### src/design/sram_ctl_cfg.svh
// Timing and field constants for the static memory controller.
// Assumes a 125 MHz system clock; all counts derive from ps figures.
`ifndef SRAM_CTL_CFG_SVH
`define SRAM_CTL_CFG_SVH
`define CLK_PERIOD_PS 8000
`define CYC_MIN(ps) (((ps) + `CLK_PERIOD_PS - 1) / `CLK_PERIOD_PS)
// Read timing, picoseconds, 2.5V and 3.3V columns
`define ADDR_ACCESS_TIME_25_PS 22000
`define ADDR_ACCESS_TIME_33_PS 20000
`define SEL_ACCESS_25_PS 22000
`define SEL_ACCESS_33_PS 21000
`define READ_CYCLE_MIN_25_PS 22000
`define READ_CYCLE_MIN_33_PS 20000
`define OE_ACCESS_25_PS 7500
`define OE_ACCESS_33_PS 6500
`define BE_ACCESS_25_PS 7000
`define BE_ACCESS_33_PS 6000
`define SEL_FLOAT_PS 4500
`define EN_FLOAT_PS 6000
`define OE_FLOAT_PS 4800
`define BE_FLOAT_PS 4300
`define SEL_GAP_PS 4500
// Write timing, picoseconds
`define WRITE_CYCLE_MIN_PS 15000
`define WRITE_PULSE_MIN_PS 7000
`define SEL_TO_WEND_PS 10000
`define DATA_TO_WEND_PS 6000
`define ADDR_TO_WEND_PS 12000
`define WRITE_FLOAT_PS 6000
`define WRITE_HIGH_MIN_PS 5000
// Derived cycle counts
`define RD_WAIT_25 (`CYC_MIN(`READ_CYCLE_MIN_25_PS) + 1)
`define RD_WAIT_33 (`CYC_MIN(`READ_CYCLE_MIN_33_PS) + 1)
`define OE_WAIT (`CYC_MIN(`WRITE_FLOAT_PS))
`define FLOAT_WAIT (`CYC_MIN(`EN_FLOAT_PS))
`define GAP_WAIT (`CYC_MIN(`SEL_GAP_PS))
`define WR_SETUP (`CYC_MIN(`ADDR_TO_WEND_PS))
`define WR_HIGH (`CYC_MIN(`WRITE_HIGH_MIN_PS))
`define WR_CYCLE (`CYC_MIN(`WRITE_CYCLE_MIN_PS))
`define LANE_W 8
`define LANES 4
`define DIES 4
`endif

### src/design/sram_ctl_pkg.sv
// Types for the static memory controller.
// Assumes the _cfg header is on the include path.
`include "sram_ctl_cfg.svh"
package sram_ctl_pkg;
  typedef enum logic [2:0] {
    ST_IDLE = 3'b000,
    ST_RD_WAIT = 3'b001,
    ST_RD_FLOAT = 3'b011,
    ST_GAP = 3'b010,
    ST_WR_PULSE = 3'b110,
    ST_WR_HIGH = 3'b111
  } ctl_state_t;
  typedef struct packed {
    logic valid;
    logic write;
    logic [20:0] addr;
    logic [31:0] wdata;
    logic [3:0] lane_en;
  } mem_req_t;
  typedef struct packed {
    logic [3:0] die_select_n;
    logic chip_en;
    logic write_strobe_n;
    logic [3:0] byte_lane_en_n;
    logic output_drive_en_n;
    logic [18:0] addr;
    logic [31:0] dq_out;
    logic [31:0] dq_oe;
  } mem_pins_t;
endpackage : sram_ctl_pkg

### src/design/sram_ctl.sv
// Host controller driving a four-die asynchronous 32-bit static memory.
// Assumes memory pins are sampled as synchronous to sys_clk; data pins split in/out/enable.
`timescale 1ns/1ps
`include "sram_ctl_cfg.svh"
// Overview of operation
// - Leave a gap between releasing one die select and asserting another.
// - Write strobe low at least 7 ns; whole write cycle at least 15 ns.
// - Select, enable and lanes active 10 ns before write strobe rises.
// - Write data valid 6 ns before strobe rise; removed after the edge.
// - Address valid from write start, 12 ns before end, stable throughout.
// - Write strobe high at least 5 ns between writes.
// - Byte-lane ended writes not used; lanes stay low across strobe.
// - Die select held low for the whole write strobe pulse.
// - At most one die select low at any time.
// - Write happens only with strobe, lane, select low and enable high.
// - Read with select, lane low, enable and strobe high; output enable gates drive.
module sram_ctl (
  input wire logic sys_clk, // System clock
  input wire logic reset, // Synchronous reset
  input wire logic io_33v, // I/O supply is 3.3V
  input wire logic io_known, // Supply choice is known
  input sram_ctl_pkg::mem_req_t req, // Request from user
  output logic req_ready, // Request accepted this cycle
  output logic rd_valid, // Read data strobe
  output logic [31:0] rd_data, // Read data
  output sram_ctl_pkg::mem_pins_t pins, // Memory pin outputs
  input wire logic [31:0] dq_in // Memory data pins in
);
  import sram_ctl_pkg::*;

  typedef struct packed {
    ctl_state_t state;
    mem_pins_t pins;
    logic ready;
    logic rvalid;
    logic [31:0] rdata;
    logic [1:0] last_die;
    logic [3:0] hold_cnt;
  } ctl_regs_t;

  ctl_regs_t st_r;
  ctl_regs_t st_nxt;
  logic tmr_load;
  logic [3:0] tmr_count;
  logic tmr_done;
  logic use_33;
  logic [3:0] rd_wait;
  logic [31:0] lane_mask;

  // ==========================================================
  // Supply selection
  // slower set default
  assign use_33 = io_known && io_33v;
  assign rd_wait = use_33 ? 4'(`RD_WAIT_33) : 4'(`RD_WAIT_25);

  // ==========================================================
  // Lane mask
  // lane to bit mapping
  genvar g;
  generate
    for (g = 0; g < `LANES; g++) begin : g_lane
      assign lane_mask[g*`LANE_W +: `LANE_W] = {`LANE_W{~st_r.pins.byte_lane_en_n[g]}};
    end
  endgenerate

  wait_timer #(.W(4)) u_timer (
    .sys_clk(sys_clk),
    .reset(reset),
    .load(tmr_load),
    .count(tmr_count),
    .done(tmr_done)
  );

  // ==========================================================
  // Sequencer
  always_comb begin
    st_nxt = st_r;
    tmr_load = 1'b0;
    tmr_count = '0;
    st_nxt.ready = 1'b0;
    st_nxt.rvalid = 1'b0;
    case (st_r.state)
      ST_IDLE: begin
        if (req.valid && tmr_done && !st_r.ready) begin
          st_nxt.ready = 1'b1;
          st_nxt.last_die = req.addr[20:19];
          st_nxt.pins.addr = req.addr[18:0];
          st_nxt.pins.die_select_n = ~(4'h1 << req.addr[20:19]);
          st_nxt.pins.chip_en = 1'b1;
          st_nxt.pins.byte_lane_en_n = ~req.lane_en;
          tmr_load = 1'b1;
          if (req.write) begin
            st_nxt.pins.output_drive_en_n = 1'b1;
            st_nxt.pins.write_strobe_n = 1'b0;
            st_nxt.pins.dq_out = req.wdata;
            st_nxt.pins.dq_oe = 32'h0;
            st_nxt.hold_cnt = 4'(`OE_WAIT);
            tmr_count = 4'(`WR_SETUP);
            st_nxt.state = ST_WR_PULSE;
          end else begin
            st_nxt.pins.output_drive_en_n = 1'b0;
            st_nxt.pins.dq_oe = 32'h0;
            tmr_count = rd_wait;
            st_nxt.state = ST_RD_WAIT;
          end
        end
      end
      ST_RD_WAIT: begin
        if (tmr_done) begin
          st_nxt.rvalid = 1'b1;
          st_nxt.rdata = dq_in;
          st_nxt.pins.die_select_n = 4'hf;
          st_nxt.pins.chip_en = 1'b0;
          st_nxt.pins.output_drive_en_n = 1'b1;
          st_nxt.pins.byte_lane_en_n = 4'hf;
          tmr_load = 1'b1;
          tmr_count = 4'(`FLOAT_WAIT);
          st_nxt.state = ST_RD_FLOAT;
        end
      end
      ST_RD_FLOAT: begin
        if (tmr_done) begin
          tmr_load = 1'b1;
          tmr_count = 4'(`GAP_WAIT);
          st_nxt.state = ST_GAP;
        end
      end
      ST_WR_PULSE: begin
        if (st_r.hold_cnt != 4'h0) begin
          st_nxt.hold_cnt = st_r.hold_cnt - 4'h1;
        end else begin
          st_nxt.pins.dq_oe = lane_mask;
        end
        if (tmr_done && st_r.hold_cnt == 4'h0) begin
          st_nxt.pins.write_strobe_n = 1'b1;
          tmr_load = 1'b1;
          tmr_count = 4'(`WR_HIGH);
          st_nxt.state = ST_WR_HIGH;
        end
      end
      ST_WR_HIGH: begin
        st_nxt.pins.dq_oe = 32'h0;
        st_nxt.pins.die_select_n = 4'hf;
        st_nxt.pins.chip_en = 1'b0;
        st_nxt.pins.byte_lane_en_n = 4'hf;
        if (tmr_done) begin
          tmr_load = 1'b1;
          tmr_count = 4'(`GAP_WAIT);
          st_nxt.state = ST_GAP;
        end
      end
      ST_GAP: begin
        if (tmr_done) begin
          st_nxt.state = ST_IDLE;
        end
      end
      default: begin
        st_nxt.state = ST_IDLE;
      end
    endcase
  end

  always_ff @(posedge sys_clk) begin
    if (reset) begin
      st_r.state <= ST_IDLE;
      st_r.pins.die_select_n <= 4'hf;
      st_r.pins.chip_en <= 1'b0;
      st_r.pins.write_strobe_n <= 1'b1;
      st_r.pins.byte_lane_en_n <= 4'hf;
      st_r.pins.output_drive_en_n <= 1'b1;
      st_r.pins.addr <= 19'h0;
      st_r.pins.dq_out <= 32'h0;
      st_r.pins.dq_oe <= 32'h0;
      st_r.ready <= 1'b0;
      st_r.rvalid <= 1'b0;
      st_r.rdata <= 32'h0;
      st_r.last_die <= 2'h0;
      st_r.hold_cnt <= 4'h0;
    end else begin
      st_r <= st_nxt;
    end
  end

  assign pins = st_r.pins;
  assign req_ready = st_r.ready;
  assign rd_valid = st_r.rvalid;
  assign rd_data = st_r.rdata;

  // ==========================================================
  // Checks
  logic [3:0] low_cnt;
  always_ff @(posedge sys_clk) begin
    if (reset || st_r.pins.write_strobe_n) begin
      low_cnt <= 4'h0;
    end else if (low_cnt != 4'hf) begin
      low_cnt <= low_cnt + 4'h1;
    end
  end

  a_one_die_sel: assert property (@(posedge sys_clk) disable iff (reset)
    $countones(~st_r.pins.die_select_n) <= 1) else $error("More than one die selected");
  a_strobe_low_min: assert property (@(posedge sys_clk) disable iff (reset)
    $rose(st_r.pins.write_strobe_n) |-> low_cnt >= 4'(`CYC_MIN(`WRITE_PULSE_MIN_PS)))
    else $error("Write strobe pulse too short");
  a_addr_setup_wr: assert property (@(posedge sys_clk) disable iff (reset)
    $rose(st_r.pins.write_strobe_n) |-> low_cnt >= 4'(`WR_SETUP)) else $error("Address setup too short");
  a_sel_during_wr: assert property (@(posedge sys_clk) disable iff (reset)
    !st_r.pins.write_strobe_n |-> (st_r.pins.die_select_n != 4'hf && st_r.pins.chip_en))
    else $error("Die deselected during write");
  a_oe_off_write: assert property (@(posedge sys_clk) disable iff (reset)
    !st_r.pins.write_strobe_n |-> st_r.pins.output_drive_en_n) else $error("Output drive on in write");
  a_no_early_drive: assert property (@(posedge sys_clk) disable iff (reset)
    $fell(st_r.pins.write_strobe_n) |-> st_r.pins.dq_oe == 32'h0 ##1 st_r.pins.dq_oe == 32'h0)
    else $error("Data driven before memory floats");
  a_strobe_high_min: assert property (@(posedge sys_clk) disable iff (reset)
    $rose(st_r.pins.write_strobe_n) |-> st_r.pins.write_strobe_n [*2]) else $error("Strobe high too short");
  a_drive_under_wr: assert property (@(posedge sys_clk) disable iff (reset)
    st_r.pins.dq_oe != 32'h0 |-> st_r.pins.output_drive_en_n &&
    (!st_r.pins.write_strobe_n || !$past(st_r.pins.write_strobe_n))) else $error("Data driven outside write");
  a_data_setup_wr: assert property (@(posedge sys_clk) disable iff (reset)
    $rose(st_r.pins.write_strobe_n) |-> $past(st_r.pins.dq_oe) == $past(lane_mask))
    else $error("Write data not set up before strobe rise");
  a_die_tracked: assert property (@(posedge sys_clk) disable iff (reset)
    st_r.pins.die_select_n != 4'hf |-> !st_r.pins.die_select_n[st_r.last_die])
    else $error("Selected die differs from address");
  a_gap_sel: assert property (@(posedge sys_clk) disable iff (reset)
    $rose(&st_r.pins.die_select_n) |-> (&st_r.pins.die_select_n) [*2]) else $error("Select gap too short");
  a_read_spacing: assert property (@(posedge sys_clk) disable iff (reset)
    (st_r.state == ST_IDLE && st_nxt.state == ST_RD_WAIT)
    |=> !st_r.rvalid [*5] ##1 st_r.rvalid) else $error("Read data sampled off the access window");
endmodule : sram_ctl

### src/design/wait_timer.sv
// Down counter that marks when a loaded wait has elapsed.
// Assumes a synchronous active-high reset.
`timescale 1ns/1ps
module wait_timer #(
  parameter int W = 4
) (
  input wire logic sys_clk, // System clock
  input wire logic reset, // Synchronous reset
  input wire logic load, // Load a new wait
  input wire logic [W-1:0] count, // Cycles to wait
  output logic done // Wait elapsed
);
  typedef struct packed {
    logic [W-1:0] cnt;
  } tmr_state_t;
  tmr_state_t st_r;
  tmr_state_t st_nxt;
  always_comb begin
    st_nxt = st_r;
    if (load) begin
      st_nxt.cnt = count;
    end else if (st_r.cnt != '0) begin
      st_nxt.cnt = st_r.cnt - 1'b1;
    end
  end
  always_ff @(posedge sys_clk) begin
    if (reset) begin
      st_r <= '0;
    end else begin
      st_r <= st_nxt;
    end
  end
  // Registered compare only, so done never loops back through load
  assign done = (st_r.cnt == '0);
endmodule : wait_timer

### config.mk
export PLATFORM = sky130hd
export DESIGN_NAME = sram_ctl
export DESIGN_NICKNAME = d
export VERILOG_FILES = /design/src/design/sram_ctl_pkg.sv /design/src/design/sram_ctl.sv /design/src/design/wait_timer.sv
export VERILOG_INCLUDE_DIRS = /design/src /design/src/design
export SDC_FILE = /design/constraint.sdc
export NUM_CORES = 1
export LEC_CHECK = 0
export BUFFER_PORTS_ARGS = -buffer_cell sky130_fd_sc_hd__buf_4
export CAP_MARGIN = 30
export CORE_ASPECT_RATIO = 1.25
export CORE_MARGIN = 10
export CORE_UTILIZATION = 37
export CTS_BUF_LIST = sky130_fd_sc_hd__clkbuf_4 sky130_fd_sc_hd__clkbuf_8 sky130_fd_sc_hd__clkbuf_16
export CTS_CLUSTER_SIZE = 30
export DETAILED_ROUTE_END_ITERATION = 10
export PLACE_DENSITY_LB_ADDON = 0.12
export SETUP_SLACK_MARGIN = 0.02
export SKIP_LAST_GASP = 1
export SYNTH_ARGS = -nofsm -noshare
export SYNTH_HDL_FRONTEND = slang
export SYNTH_SLANG_ARGS = --single-unit
### constraint.sdc
create_clock -name sys_clk -period 2.93 [get_ports sys_clk]
set_input_delay 0.1465 -clock sys_clk [delete_from_list [all_inputs] [get_ports sys_clk]]
set_output_delay 0.1465 -clock sys_clk [all_outputs]
set_load 0.01 [all_outputs]
==> summary.md, run 1 <==
| Metric | Value |
|---|---|
| Largest family of logic cells by synthesized area | buffers and inverters |
| Ys Warns | 0 |
| Post-Synth XOR/XNOR Area | 0.340% |
| 1st-iter DRT viols | ~180 |
| Post-DP HPWL | roughly 9800 um |
| Fillers | 1387 |
| #FFs+latches synth | 111 |
| Final number of setup-violating endpoints | 0 |
| Rel. slew slack | 54.6% |
| Slowest cell on the critical path | or3b_4 |
| Root Buffer | clkbuf_16 |
| Num CTS Buffers | 9 |
| GP Congestion | ~0.72 |
| Final core utilization | between 40% and 50% |
| Status | completed |
| Count of input and output buffers | between 200 and 250 |
| Nets | between 800 and 900 |
| CTS max path bufs | 2 |
| CP Max Fanout | 38 |
| Ys flop type | dfxtp_1 |
| Synthesized Nets | about 740 |
| Vias per cell | approximately 4.5 |
| Part of the cycle the worst path needs | 69.0% |
| Synth Area in Adders | less than 1% |
| Placed instance area | ~6000 sq um |
| RSZ-0062 raised after global routing | false |
| Sink Count | 111 |
| Total track usage | a little over an eighth |
| Antenna Cells | 0 |
| Detailed-router iteration count before antenna repair | 4 |
| EDFF count, synth | 0 |
| Hold Crit Class | in -> reg |
| H-tree depth | 3 |
| Layout cells sized above 1 | around a third |
| I/O pin cnt | approximately 220 |
| Setup TNS | 0 ns |
| Wire per inst | 14.6 um |
| Worst setup EP type | register |
| First-pass GRT wire length | approximately 21000 um |
| Netlist cell types | 36 |
| Leak | approximately 2.7 nW |
| Total gr overflow | 0 |
| Pwr dens | about 750 nW/um^2 |
| Post-CTS Setup Repair Bufs | 0 |
| Tmin final | about 2 ns |
| Chip height | between 150 and 200 um |
| Area fraction in compound gates after synthesis | between 10% and 20% |
| Peak Freq | just under 500 MHz |
| Min-delay src | req[39] |
| Initial antenna violation count | 0 |
| Post-synthesis simple-gate area fraction | between 10% and 20% |
| Routed WL | between 10000 and 15000 um |
| Die extent in x | roughly 130 um |
| Max-cap violations | 0 |
| Synthesized area | ~5200 sq um |
| Setup crit start kind | register |
| Max stage delay on crit path | 0.44 ns |
| Arrival @ worst endpoint | between 2 and 2.5 ns |
| Mapped Cells | between 600 and 700 |
| Vias | between 4000 and 5000 |
| Peak VDD IR | 273 uV |
| Sequential fraction of the synthesis area | 43.1% |
| Setup CP Type | reg -> reg |
| Area growth, synth to finish | 21.9% |
| Synthesized area per cell | 7.96 sq um |
| Final Hold Viols | 0 |
| Design area | around 6300 sq um |
| Pin count of the biggest net entering global routing | between 60 and 70 |
| Worst clock skew | about 0.0092 ns |
| Slew @ Worst Pin | 0.681 ns |
| Starting density of the core | a little under two fifths |
| Cell Chain, Critical Path | inv_1 > ha_1 > or3b_4 > nor3b_4 > buf_4 > nor3_1 > a211oi_1 |
| CTS tree | built |
| Antenna-violating nets left | 0 |
| Slew Limit Fails | 0 |
| CP Launch Point | u_timer.st_r[0] |
| Die footprint | 19100 sq um |
| Worst path required time | roughly 3.2 ns |
| Reg clk slew, reported paths | approximately 0.07 ns |
| Site Rows | 48 |
| Reg-to-Reg Start | u_timer.st_r[0] |
| Worst-Skew Late Latency | about 0.34 ns |
| Min Hold Slack | between 0.04 and 0.05 ns |
| Hold buffers post-CTS | 0 |
| Post-synth ARST share | 0% |
| Mux cell area share after synthesis | under 10% |
| # resized after CTS | 0 |
| Area of the core | 13800 sq um |
| DRC violations left | 0 |
| Vias in the first global route | 4001 |
==> critical path: cells and delay by family, from the launching register on <==
kind / cells / cell delay, ns
AO/OA/AOI/OAI: 1 / 0.20
adder cells (fa/ha/maj): 1 / 0.21
AND/OR/NAND/NOR: 3 / 0.73
flip-flops: 1 / 0.32
buffers and inverters: 2 / 0.46
==> per-layer routing <==
metal	vias up	part of all wire [%]	global-route usage, %
met5	-	0	0
met4	0	1.0	3.68
met3	8	9.8	5.85
met2	133	49	21.9
met1	1782	40	14.8
li1	2116	-	-
==> sequential cells by signal (all words and copies together), names as in the netlist <==
| register | cells |
|---|---|
| req_ready | 1 |
| u_timer.st_r | 4 |
| rd_valid | 1 |
| rd_data | 32 |
| st_r | 7 |
| pins | 66 |
==> synthesized netlist by cell type (5+ instances only) <==
cell type  count  area, sq um
nand2_1      176          661
nor3_1         7         35.0
o21a_1         5         37.5
clkbuf_1      24         90.1
mux2i_1       12          120
a21oi_1       97          485
buf_2          6         30.0
dfxtp_1      111         2220
nand2b_1       8         50.1
nor2_1        20         75.1
inv_1          5         18.8
buf_4        129          968
==> cell type report <==
| cell class | count | area (sq um) | area share [%] |
|---|---|---|---|
| flip-flops and latches | 111 | 2220 | 35.4 |
| multi-input cells | 369 | 1790 | 28.6 |
| repair buffers | 229 | 1720 | 27.4 |
| clock buffers | 11 | 246 | 3.93 |
| inverters | 5 | 18.8 | 0.299 |
| clock inverters | 5 | 57.6 | 0.917 |
| well taps | 175 | 219 | 3.49 |
==> stage by stage <==
step,setup WS (ns),total power [W],instances
after floorplan,1.26,0.00313,647
after global placement,0.932,0.00349,889
after detailed placement,0.900,0.00351,889
after CTS,0.898,0.00478,905
after global routing,0.722,0.00501,905
final,0.907,0.00468,905
==> placed cells by master, fill, tap and decap left out, types with 2 or more instances in the layout <==
cell type and count:
buf_4 229, nand2_1 176, dfxtp_1 111, a21oi_1 97
nor2_1 20, mux2i_1 12, clkbuf_16 9, nand2b_1 8
nor3_1 7, inv_1 5, o21a_1 5, nand3_1 4
nand3b_1 4, a31oi_1 4, or3_1 4, and3_1 3
nand4_1 2, and2_1 2, a22oi_1 2, xnor2_1 2
nor4_1 2, ha_1 2, clkinv_2 2, clkinv_4 2
==> cell families (layout without fill, tap and decap cells) <==
logic type,after synthesis,in the layout
adders and majority gates,2,2
muxes,12,12
AOI/OAI and AO/OA,113,113
DFF,111,111
buffers and inverters,167,250
and+or+nand+nor,240,240
xor gates and xnor gates,2,2
==> final timing paths <==
| path | cells after the start | slack, ns | endpoint |
|---|---|---|---|
| max reg2reg | 7 | 0.91 | st_r[0] |
| min | 3 | 0.05 | pins[67] |
| min reg2reg | 2 | 0.45 | pins[36] |
| max | 7 | 0.91 | st_r[0] |
==> where the power goes <==
part	total (W)	switching (W)	internal [W]	leakage [nW]
registers	0.00193	0.000162	0.00176	0.901
logic	0.00151	0.000813	0.000702	1.65
clock network	0.00124	0.000546	0.000697	0.153
total	0.00468	0.00152	0.00316	2.70
(Power assumes the default switching activity.)
==> run 2, diff against run 1 <==
==> constraint.sdc (replaced) <==
create_clock -name sys_clk -period 1.66 [get_ports sys_clk]
set_input_delay 0.083 -clock sys_clk [delete_from_list [all_inputs] [get_ports sys_clk]]
set_output_delay 0.083 -clock sys_clk [all_outputs]
set_load 0.01 [all_outputs]
==> summary.md, run 2 (synthesized netlist as in run 1, its figures left out) <==
| Metric | Value |
|---|---|
| R2R cell count | 8 (+1) |
| Leak | 3.26 nW (+21%) |
| Final number of setup-violating endpoints | 36 (+36) |
| CP Max Fanout | 14 (-63%) |
| Max-cap violations | 0 (unchanged) |
| Total gr overflow | 0 (unchanged) |
| Antenna Cells | 0 (unchanged) |
| Min-delay src | req[0] |
| Status | complete, but fails checks |
| Die extent in x | 126 um (unchanged) |
| Reg-to-Reg Start | u_timer.st_r[0] |
| Peak VDD IR | 600 uV (+120%) |
| Post-DP HPWL | 10300 um (+5.3%) |
| FF-to-FF setup slack | -0.11 ns (-1.02 ns) |
| 1st-iter DRT viols | 167 (-4.6%) |
| Wire per inst | 15.0 um (+2.8%) |
| Num CTS Buffers | 9 (unchanged) |
| Nets | 939 (+14%) |
| Detailed-router iteration count before antenna repair | 4 (unchanged) |
| Overall power consumption | 0.00931 W (+99%) |
| GP Congestion | 0.759 (+6.0%) |
| Vias per cell | 4.54 (+1.6%) |
| Count of input and output buffers | 220 (unchanged) |
| DRC violations left | 0 (unchanged) |
| Max FFs per register | 66 (unchanged) |
| Rel. slew slack | 74.9% (+20 points) |
| Vias in the first global route | 4785 (+20%) |
| Pwr dens | 1230 nW/um^2 (+64%) |
| Pin count of the biggest net entering global routing | 47 (-27%) |
| Slew @ Worst Pin | 0.376 ns (-0.304 ns) |
| First-pass GRT wire length | 24000 um (+14%) |
| I/O pin cnt | 223 (unchanged) |
| Tmin final | 1.77 ns (-0.251 ns) |
| Final core utilization | 55.2% (+9.5 points) |
| Sink Count | 111 (unchanged) |
| Fin worst setup slack | -0.112 ns (-1.02 ns) |
| WHS Path Cells | 3 (unchanged) |
| Peak Freq | 564 MHz (+14%) |
| Fillers | 1244 (-10%) |
| Site Rows | 48 (unchanged) |
| Area growth, synth to finish | 47.3% |
| Hold Crit Class | in -> reg |
| Top reg by flops | pins |
| RSZ-0062 raised after global routing | true |
| FF-to-FF End | pins[60] |
| Total track usage | 14.9% (+1.7 points) |
| Routed WL | 15300 um (+16%) |
| Worst clock skew | 0.00986 ns (+0.000625 ns) |
| Antenna-violating nets left | 0 (unchanged) |
| Die footprint | 19100 sq um (unchanged) |
| Root Buffer | clkbuf_16 |
| Hold endpoint | pins[84] |
| Worst-Skew Late Latency | 0.34 ns (about the same) |
| Most common cell after layout, fill and taps aside | buf_4 |
| Final Hold Viols | 0 (unchanged) |
| Worst setup EP type | register |
| Initial antenna violation count | 0 (unchanged) |
| Placed instance area | 6180 sq um (+3.4%) |
| Area of the core | 13800 sq um (unchanged) |
| Failing checks | setup timing |
| Pre-CTS WS | -0.109 ns (-1.01 ns) |
| Arrival @ worst endpoint | 2.05 ns (-0.23 ns) |
| Most frequent cells in the layout | buf_4 (250), nand2_1 (173), dfxtp_1 (108) |
| Layout cells sized above 1 | 36.2% (+2.0 points) |
| Worst path required time | 1.94 ns (-1.24 ns) |
| Min Hold Slack | 0.0346 ns (-0.0140 ns) |
| Part of the cycle the worst path needs | 107% (+38 points) |
| Starting density of the core | 37.5% (unchanged) |
| Vias | 4635 (+15%) |
| CTS tree | built |
| Chip height | 152 um (unchanged) |
| CTS max path bufs | 2 (unchanged) |
| H-tree depth | 3 (unchanged) |
| Design area | 7590 sq um (+21%) |
| Slew Limit Fails | 0 (unchanged) |
| Setup crit start kind | register |
| Setup CP Type | reg -> reg |
| Reg clk slew, reported paths | 0.07 ns (about the same) |
## run 2: power breakdown
part | internal, W | switching, W | leakage [nW]
registers | 0.00312 | 0.000253 | 0.902
clock network | 0.00125 | 0.000991 | 0.148
logic | 0.00194 | 0.00175 | 2.22
total | 0.00631 | 0.00300 | 3.26
## run 2: timing repair
| action | CTS | global route |
|---|---|---|
| buffers inserted | 13 | 5 |
| endpoints found under the setup margin | 47 | 105 |
| endpoints found under the hold margin | 83 | 0 |
| gates resized for setup | 9 | 20 |
| hold buffers | 83 | 0 |
| pin swaps | 3 | 9 |
| gates cloned | 1 | 2 |
## run 2: metal layers
metal,GRT usage (%),routed length [um]
met1,15.3,5850
met2,27.5,8110
met3,5.36,1220
met4,4.01,139
met5,0,0
## run 2: worst max path at each step
stage	cells after the start	startpoint	slack [ns]	end
after floorplan	8	u_timer.st_r[0]	0.02	rd_data[10]
after global placement	7	u_timer.st_r[0]	-0.06	u_timer.st_r[1]
after detailed placement	7	u_timer.st_r[0]	-0.11	pins[33]
after CTS	12	u_timer.st_r[0]	-0.07	u_timer.st_r[0]
after global routing	8	u_timer.st_r[1]	-0.21	pins[60]
final	8	u_timer.st_r[0]	-0.11	pins[60]
## run 2: metrics by stage
stage / TNS, ns / cells
2_1_floorplan: 0 / 647
3_3_place_gp: -1.24 / 904
3_5_place_dp: -2.82 / 904
4_1_cts: -1.43 / 1017
5_1_grt: -6.44 / 1022
6_report: -2.52 / 1022
## run 2: area by class of cell
| class | count | area (sq um) | share of cell area [%] |
|---|---|---|---|
| clock buffer | 11 | 246 | 3.25 |
| clock inverter | 5 | 65.1 | 0.858 |
| inverter | 5 | 18.8 | 0.247 |
| multi-input combinational | 369 | 1870 | 24.6 |
| sequential | 111 | 2230 | 29.3 |
| tap | 175 | 219 | 2.89 |
| timing repair buffer | 346 | 2940 | 38.8 |
## run 2: worst max-delay path, stage by stage, from the launching register on
cell,delay (ns)
dfxtp_2,0.33
inv_2,0.07
ha_4,0.13
or3b_4,0.39
nor3b_4,0.30
buf_6,0.16
buf_12,0.13
nand2_1,0.08
a21oi_2,0.11
